`config.mk`:
```
export PLATFORM = sky130hd
export DESIGN_NAME = zxd_ctrl
export DESIGN_NICKNAME = d
export VERILOG_FILES = /design/src/hdl/zxd_sync.v /design/src/hdl/zxd_ctrl.v
export VERILOG_INCLUDE_DIRS = /design/src /design/src/hdl
export SDC_FILE = /design/constraint.sdc
export NUM_CORES = 1
export LEC_CHECK = 0
export BUFFER_PORTS_ARGS = -buffer_cell sky130_fd_sc_hd__buf_2
export CAP_MARGIN = 20
export CORE_MARGIN = 1.5
export CORE_UTILIZATION = 23
export CTS_CLUSTER_SIZE = 12
export DETAILED_ROUTE_END_ITERATION = 12
export PLACE_DENSITY = 0.43
export SLEW_MARGIN = 10
export SYNTH_ARGS = -nofsm -noshare
export SYNTH_HDL_FRONTEND = slang
export SYNTH_HIERARCHICAL = 1
export SYNTH_SLANG_ARGS = --single-unit
```
`constraint.sdc`:
```
create_clock -name clock -period 1.9 [get_ports clock]
set_clock_uncertainty 0.2 [all_clocks]
set_input_delay 0.19 -clock clock [delete_from_list [all_inputs] [get_ports clock]]
set_output_delay 0.19 -clock clock [all_outputs]
set_load 0.03 [all_outputs]
```
`src/hdl/zxd_regs.vh`:
```
// Register map, field positions and reset values of the zero-cross unit
`ifndef ZXD_REGS_VH
`define ZXD_REGS_VH

// Register indexes; byte address is four times the index
`define ZXD_CTRL_IDX 16'h091f
`define ZXD_FLAG_IDX 16'h0920
`define ZXD_PMD_IDX 16'h0921

// Byte addresses on the bus
`define ZXD_CTRL_ADDR 32'h0000247c
`define ZXD_FLAG_ADDR 32'h00002480
`define ZXD_PMD_ADDR 32'h00002484

// Control register fields
`define ZXD_SEN_BIT 7
`define ZXD_OUT_BIT 5
`define ZXD_POL_BIT 4
`define ZXD_RISE_BIT 1
`define ZXD_FALL_BIT 0

// Flag register and module disable register fields
`define ZXD_FLAG_BIT 0
`define ZXD_OFF_BIT 0

// Reset values
`define ZXD_SEN_RST 1'h0
`define ZXD_POL_RST 1'h0
`define ZXD_RISE_RST 1'h0
`define ZXD_FALL_RST 1'h0
`define ZXD_OUT_RST 1'h0
`define ZXD_FLAG_RST 1'h0
`define ZXD_OFF_RST 1'h0

// AHB transfer type and response codes
`define ZXD_HTRANS_NONSEQ 2'h2
`define ZXD_HRESP_OKAY 1'h0

`endif

```
`src/hdl/zxd_sync.v`:
```
// Two-stage synchroniser for levels arriving from outside the clock domain
`timescale 1ns/1ns
`default_nettype none

module zxd_sync #(
   parameter WIDTH = 1
) (
   // Clock and reset
   input wire clock,
   input wire rst_n,
   // Asynchronous levels in
   input wire [WIDTH-1:0] async_in,
   // Synchronised levels out
   output wire [WIDTH-1:0] sync_out
);

   reg [WIDTH-1:0] meta_r;
   reg [WIDTH-1:0] stable_r;

   // First stage feeds only the second stage
   always @(posedge clock) begin
      if (!rst_n) begin
         meta_r <= {WIDTH{1'b0}};
         stable_r <= {WIDTH{1'b0}};
      end else begin
         meta_r <= async_in;
         stable_r <= meta_r;
      end
   end

   assign sync_out = stable_r;

endmodule

`default_nettype wire

```
`src/hdl/zxd_ctrl.v`:
```
// Zero-cross unit control logic with AHB-Lite register slave
//
// Summary of operation
// - Fuse zero keeps detector always on
// - Fuse one, enable set: pin drives current
// - Fuse one, enable clear: normal pin routing
// - Output bit reads sink one, polarity adjusted
// - Polarity bit inverts logic output everywhere
// - Rising enable: rising edge sets flag
// - Falling enable: falling edge sets flag
// - Operation continues unchanged during sleep
// - Module disable bit off, fuse has precedence
// - Polarity change raises an interrupt event
// - Software clears flag; coincident edge wins
//
// Register map, one word each, data in bits 7:0
//   control: enable 7, output 5 (read only), polarity 4, edge enables 1:0
//   flag: bit 0, writing a one clears it, a set in the same cycle wins
//   module disable: bit 0, overridden while the fuse reads clear
// The unit stays off for two edges after reset while the fuse level settles,
// so the reset value of the synchroniser can never switch the pin briefly on
`timescale 1ns/1ns
`default_nettype none
`include "zxd_regs.vh"

module zxd_ctrl #(
   parameter ADDR_WIDTH = 32
) (
   // Clock and reset
   input wire clock,
   input wire rst_n,
   // AHB-Lite slave
   input wire hsel,
   input wire [ADDR_WIDTH-1:0] haddr,
   input wire [1:0] htrans,
   input wire hwrite,
   input wire [2:0] hsize,
   input wire [31:0] hwdata,
   input wire hready,
   output wire hreadyout,
   output wire hresp,
   output reg [31:0] hrdata,
   // Analog front end and configuration fuse
   input wire cmp_sink_active,
   input wire cfg_fuse,
   // Pin function and logic output
   output reg pin_current_mode,
   output reg pin_normal_mode,
   output reg zero_cross_out,
   // Interrupt flag level
   output reg crossing_irq_flag
);

   // Control register fields
   reg sw_enable_bit_r;
   reg output_invert_bit_r;
   reg rise_irq_enable_r;
   reg fall_irq_enable_r;
   reg module_off_bit_r;
   reg out_bit_r;
   reg prev_out_r;
   reg active_r;

   // Settle count after reset
   reg [1:0] settle_r;
   wire settled;

   // Captured address phase
   reg wr_pend_r;
   reg [ADDR_WIDTH-1:0] wr_addr_r;

   // Synchronised inputs
   wire [1:0] sync_levels;
   wire sink_sync;
   wire fuse_sync;

   // Decoded bus events
   wire addr_phase;
   wire wr_ctrl;
   wire wr_flag;
   wire wr_pmd;
   wire fuse_forces_on;
   wire sw_request;
   wire enable_nxt;
   wire logic_nxt;
   wire rise_event;
   wire fall_event;
   wire pol_event;
   wire flag_clear;
   wire flag_set;
   reg [31:0] rd_nxt;

   // Comparator and fuse pass two flops before any logic
   zxd_sync #(
      .WIDTH(2)
   ) u_sync (
      .clock(clock),
      .rst_n(rst_n),
      .async_in({cfg_fuse, cmp_sink_active}),
      .sync_out(sync_levels)
   );

   assign sink_sync = sync_levels[0];
   assign fuse_sync = sync_levels[1];

   // Zero-wait slave, always OKAY
   assign hreadyout = 1'b1;
   assign hresp = `ZXD_HRESP_OKAY;

   // Address phase of a valid NONSEQ or SEQ transfer
   assign addr_phase = hsel & htrans[1] & hready;

   // Write strobes in the data phase
   assign wr_ctrl = wr_pend_r & (wr_addr_r == `ZXD_CTRL_ADDR);
   assign wr_flag = wr_pend_r & (wr_addr_r == `ZXD_FLAG_ADDR);
   assign wr_pmd = wr_pend_r & (wr_addr_r == `ZXD_PMD_ADDR);

   // Fuse clear forces the unit on; module disable only acts under a set fuse
   assign fuse_forces_on = ~fuse_sync;
   assign sw_request = sw_enable_bit_r & ~module_off_bit_r;

   // Enable waits until the synchroniser holds real levels
   assign enable_nxt = settled & (fuse_forces_on | sw_request);

   // Two edges fill both synchroniser stages
   assign settled = settle_r[1];

   // Settle count; stops once both stages hold sampled levels
   always @(posedge clock) begin
      if (!rst_n) begin
         settle_r <= 2'h0;
      end else if (!settled) begin
         settle_r <= settle_r + 2'h1;
      end
   end

   // Polarity applied to the synchronised sink indication
   assign logic_nxt = sink_sync ^ output_invert_bit_r;

   // Edge detectors on the polarity-adjusted output, no sleep gating
   assign rise_event = active_r & ~prev_out_r & out_bit_r & rise_irq_enable_r;
   assign fall_event = active_r & prev_out_r & ~out_bit_r & fall_irq_enable_r;

   // A write that changes polarity raises an event whatever the enable
   assign pol_event = wr_ctrl & (hwdata[`ZXD_POL_BIT] != output_invert_bit_r);

   // Flag is cleared by writing one to its bit
   assign flag_clear = wr_flag & hwdata[`ZXD_FLAG_BIT];
   assign flag_set = rise_event | fall_event | pol_event;

   // Capture of the address phase for writes
   always @(posedge clock) begin
      if (!rst_n) begin
         wr_pend_r <= 1'b0;
         wr_addr_r <= {ADDR_WIDTH{1'b0}};
      end else begin
         wr_pend_r <= addr_phase & hwrite;
         if (addr_phase) begin
            wr_addr_r <= haddr;
         end
      end
   end

   // Software-written control fields
   always @(posedge clock) begin
      if (!rst_n) begin
         sw_enable_bit_r <= `ZXD_SEN_RST;
         output_invert_bit_r <= `ZXD_POL_RST;
         rise_irq_enable_r <= `ZXD_RISE_RST;
         fall_irq_enable_r <= `ZXD_FALL_RST;
      end else if (wr_ctrl) begin
         sw_enable_bit_r <= hwdata[`ZXD_SEN_BIT];
         output_invert_bit_r <= hwdata[`ZXD_POL_BIT];
         rise_irq_enable_r <= hwdata[`ZXD_RISE_BIT];
         fall_irq_enable_r <= hwdata[`ZXD_FALL_BIT];
      end
   end

   // Peripheral module disable bit
   always @(posedge clock) begin
      if (!rst_n) begin
         module_off_bit_r <= `ZXD_OFF_RST;
      end else if (wr_pmd) begin
         module_off_bit_r <= hwdata[`ZXD_OFF_BIT];
      end
   end

   // Enable state seen by the output and edge logic
   always @(posedge clock) begin
      if (!rst_n) begin
         active_r <= 1'b0;
      end else begin
         active_r <= enable_nxt;
      end
   end

   // Pin function select; normal routing whenever the unit is off
   always @(posedge clock) begin
      if (!rst_n) begin
         pin_current_mode <= 1'b0;
         pin_normal_mode <= 1'b1;
      end else begin
         pin_current_mode <= enable_nxt;
         pin_normal_mode <= ~enable_nxt;
      end
   end

   // Logic output and its previous value for edge detection
   always @(posedge clock) begin
      if (!rst_n) begin
         out_bit_r <= `ZXD_OUT_RST;
         prev_out_r <= `ZXD_OUT_RST;
      end else if (active_r) begin
         out_bit_r <= logic_nxt;
         prev_out_r <= out_bit_r;
      end else begin
         prev_out_r <= out_bit_r;
      end
   end

   // Output seen by other modules tracks the out bit while enabled
   always @(posedge clock) begin
      if (!rst_n) begin
         zero_cross_out <= `ZXD_OUT_RST;
      end else if (active_r) begin
         zero_cross_out <= logic_nxt;
      end
   end

   // Interrupt flag; a set in the clearing cycle wins
   always @(posedge clock) begin
      if (!rst_n) begin
         crossing_irq_flag <= `ZXD_FLAG_RST;
      end else if (flag_set) begin
         crossing_irq_flag <= 1'b1;
      end else if (flag_clear) begin
         crossing_irq_flag <= 1'b0;
      end
   end

   // Read mux; unmapped addresses read zero
   always @* begin
      rd_nxt = 32'h00000000;
      if (haddr == `ZXD_CTRL_ADDR) begin
         rd_nxt[`ZXD_SEN_BIT] = sw_enable_bit_r;
         rd_nxt[`ZXD_OUT_BIT] = out_bit_r;
         rd_nxt[`ZXD_POL_BIT] = output_invert_bit_r;
         rd_nxt[`ZXD_RISE_BIT] = rise_irq_enable_r;
         rd_nxt[`ZXD_FALL_BIT] = fall_irq_enable_r;
      end else if (haddr == `ZXD_FLAG_ADDR) begin
         rd_nxt[`ZXD_FLAG_BIT] = crossing_irq_flag;
      end else if (haddr == `ZXD_PMD_ADDR) begin
         rd_nxt[`ZXD_OFF_BIT] = module_off_bit_r;
      end
   end

   // Read data registered at the address phase
   always @(posedge clock) begin
      if (!rst_n) begin
         hrdata <= 32'h00000000;
      end else if (addr_phase & ~hwrite) begin
         hrdata <= rd_nxt;
      end
   end

endmodule

`default_nettype wire

```
==> impl_metrics.toml <==
[run_status]
status = "finished, final reports clean"

[drt]
vias_per_cell = 4.261
drc = 0
drt_pass1_iterations = 4
via_count = 2220
routed_wl_mm = 6.390
drt_iter0_drc = 93
wl_per_cell_um = 12.26
postRouteAntennaNets = 0

[synthesis]
synth_warnings = 6
postSynthCellCount = 294
synth_area_leaders = "dfxtp_1, nand2_1, buf_4"
ys_seq_area_share_pct = 43.84
ys_async_sr_fraction_pct = 0
ys_types = 41
yosys.area.top_type_share_pct = 43.84
ys_seq_elements = 54
syn-cell-area_sq_um = 2466
avgSynthCellArea_sq_um = 8.388
synth_edf_count = 0
synth_top_area_cell = "dfxtp_1"
synthFlopType = "dfxtp_1"

[die]
die_h_um = 106.6
start_util_pct = 23.78
die_area_sq_um = 11350
row_count = 37
die-width_um = 106.6
core_sq_um = 10370
ioPinCount = 114

[pwr]
power_density_nw_per_um2 = 655.3
finalPower_mw = 2.171
p_leak_nw = 1.269
ir_drop_mv = 0.2870

[sta]
period_minus_slack_ps = 1831
holdWs_ps = 14.43
slew_headroom_pct = 65.94
finalSetupViolCount = 0
tightest_slew_ps = 510.9
timing.final.crit_share_pct = 96.39
drv_slew = 0
finalHoldViolCount = 0
fmax_mhz = 546.0

[worst_hold_path]
hold_path.class = "input port to register"

[setup_path]
r2r_end = "output_invert_bit_r$_SDFFE_PN0P_"
crit_chain = "or3b_4 -> or3_4 -> o31ai_1 -> a21oi_1"
crit_start = "wr_addr_r[0]$_SDFFE_PN0P_"
cp.required_ps = 1870
crit_path_end_kind = "register"
rrSetupSlack_ps = 70
worst_path_max_delay_cell = "or3b_4"
cpPeakStageDelay_ps = 420
startpoint_type = "register"
crit_type = "register to register"
rr_worst_depth = 4
arrival_ps = 1800
setup.worst_path.end = "output_invert_bit_r$_SDFFE_PN0P_"
rr_startpoint = "wr_addr_r[0]$_SDFFE_PN0P_"
cp_max_fo = 4

[global_routing]
grt_pass1_vias = 2157
antenna_found_initial = 0
grt_usage_pct = 11.69
grt_pass1_wl_mm = 10.43
overflow = 0
grt_max_degree = 46

[finish]
drive_gt1_share_pct = 24.42
nFillCells = 1143
fin_area_sq_um = 3313
fin_nets = 461
fin_util_pct = 31.95
multi_input_area_sq_um = 1249
antenna_cells = 0
area_delta_synth_final_pct = 34.35
final_cells = 521
seq_area_sq_um = 1082

[cts]
cts_made_buffers = 5
cts_tree = "done"
clockBufferDepth = 2
cts_root_buf = "clkbuf_8"
clkSinkCount = 54
cts.clk_slew.worst_paths_ps = 90
htreeDepth = 2
clkLatencyLatePin_ps = 300

[place]
gp_congestion = 0.7157
port_buffers = 52
place_inst = 480
place_area_sq_um = 2829
hpwl_mm = 4.496

[run]
cap_violations = 0
-- state kept, by name, indices dropped and copies added (netlist names) --
name	cells
pin_normal_mode	1
hrdata	5
wr_addr_r	32
output_invert_bit_r	1
settle_r	2
crossing_irq_flag	1
wr_pend_r	1
module_off_bit_r	1
prev_out_r	1
u_sync/sync_out	2
fall_irq_enable_r	1
pin_current_mode	1
rise_irq_enable_r	1
u_sync/meta_r	2
sw_enable_bit_r	1
zero_cross_out	1
-- per-stage QoR --
| step | TNS, ps | setup WS (ps) |
|---|---|---|
| 2_1_floorplan | 0 | 180.0 |
| 3_3_place_gp | -593.2 | -155.4 |
| 3_5_place_dp | -638.7 | -172.9 |
| 4_1_cts | 0 | 21.30 |
| 5_1_grt | -9.654 | -9.654 |
| 6_report | 0 | 68.59 |
-- cell type report --
type | instances | area share [%]
multi-input cells | 218 | 37.69
clock buffers | 6 | 2.190
well taps | 136 | 5.136
repair buffers | 99 | 21.30
flip-flops and latches | 54 | 32.67
inverters | 7 | 0.7931
clock inverters | 1 | 0.2266
-- metal layers --
metal / global-route usage [%] / routed length, um / vias up
met2: 19.22 / 2990 / 61
met5: 0 / 0 / -
met1: 15.23 / 2989 / 1007
met3: 2.575 / 307 / 7
li1: - / - / 1145
met4: 3.619 / 102 / 0
-- worst min path at each step --
stage,to,depth (start not counted),startpoint,slack [ps]
finish,wr_pend_r$_SDFF_PN0_,2,hwrite,10
global route,wr_pend_r$_SDFF_PN0_,2,hwrite,20
CTS,wr_pend_r$_SDFF_PN0_,2,hwrite,0.7
detailed placement,u_sync/meta_r[0]$_SDFF_PN0_,2,cmp_sink_active,200
global placement,u_sync/meta_r[0]$_SDFF_PN0_,2,cmp_sink_active,200
floorplan,u_sync/meta_r[0]$_SDFF_PN0_,1,cmp_sink_active,110
-- what timing repair did --
item | in CTS | in global routing
endpoints found under the hold margin | 35 | 0
buffers inserted | 0 | 1
endpoints found under the setup margin | 0 | 6
gates resized for setup | 0 | 12
hold buffers | 35 | 0
-- layout by cell type (no fill, tap or decap), types with 4 or more instances in the layout --
| cell | count |
|---|---|
| nand2_1 | 68 |
| dfxtp_1 | 53 |
| buf_2 | 50 |
| a21oi_1 | 39 |
| dlygate4sd3_1 | 35 |
| conb_1 | 29 |
| buf_4 | 14 |
| nand4_1 | 8 |
| nor2_1 | 7 |
| inv_1 | 6 |
| nand3_1 | 5 |
| o21ai_0 | 5 |
| nor4_1 | 5 |
| clkbuf_8 | 5 |
| o31ai_1 | 4 |
| and2_1 | 4 |
-- cells by family (layout without fill, tap and decap cells) --
kind of cell           Yosys count  count (layout)  synth area share [%]
AO/OA/AOI/OAI                   57              57                 12.74
XOR/XNOR                         3               3                 1.066
buffers and inverters           49             113                 11.87
flip-flops                      54              54                 43.84
multiplexers                     1               1                0.4566
other                            2              29                0.3045
AND/OR/NAND/NOR                128             128                 29.73
-- worst max-delay path, delay by kind of cell (launching register included) --
kind | cells | cell delay [ps]
compound gates | 2 | 340
flops | 1 | 330
simple gates | 2 | 830
-- power by group --
part | internal (mW) | switching [mW] | total [mW]
Combinational | 0.145 | 0.211 | 0.356
Clock | 0.254 | 0.356 | 0.610
Sequential | 1.17 | 0.0311 | 1.20
Total | 1.57 | 0.599 | 2.17
-- synth_stat cells, types with 2 or more instances --
master,n
nor3_1,2
nor2_1,7
nor4_4,2
conb_1,2
inv_1,6
or4_1,5
buf_4,29
and3_1,2
nand3_1,5
nor4_1,7
nand2_1,68
and4b_1,2
nand4_1,8
o31ai_1,5
nand3b_1,2
xnor2_1,2
nor4bb_1,2
and4_1,2
and2_1,4
clkbuf_1,9
nor4b_4,2
a21oi_1,42
o21ai_0,5
buf_1,4
dfxtp_1,54
No activity file was read; power rests on OpenSTA's default activity.
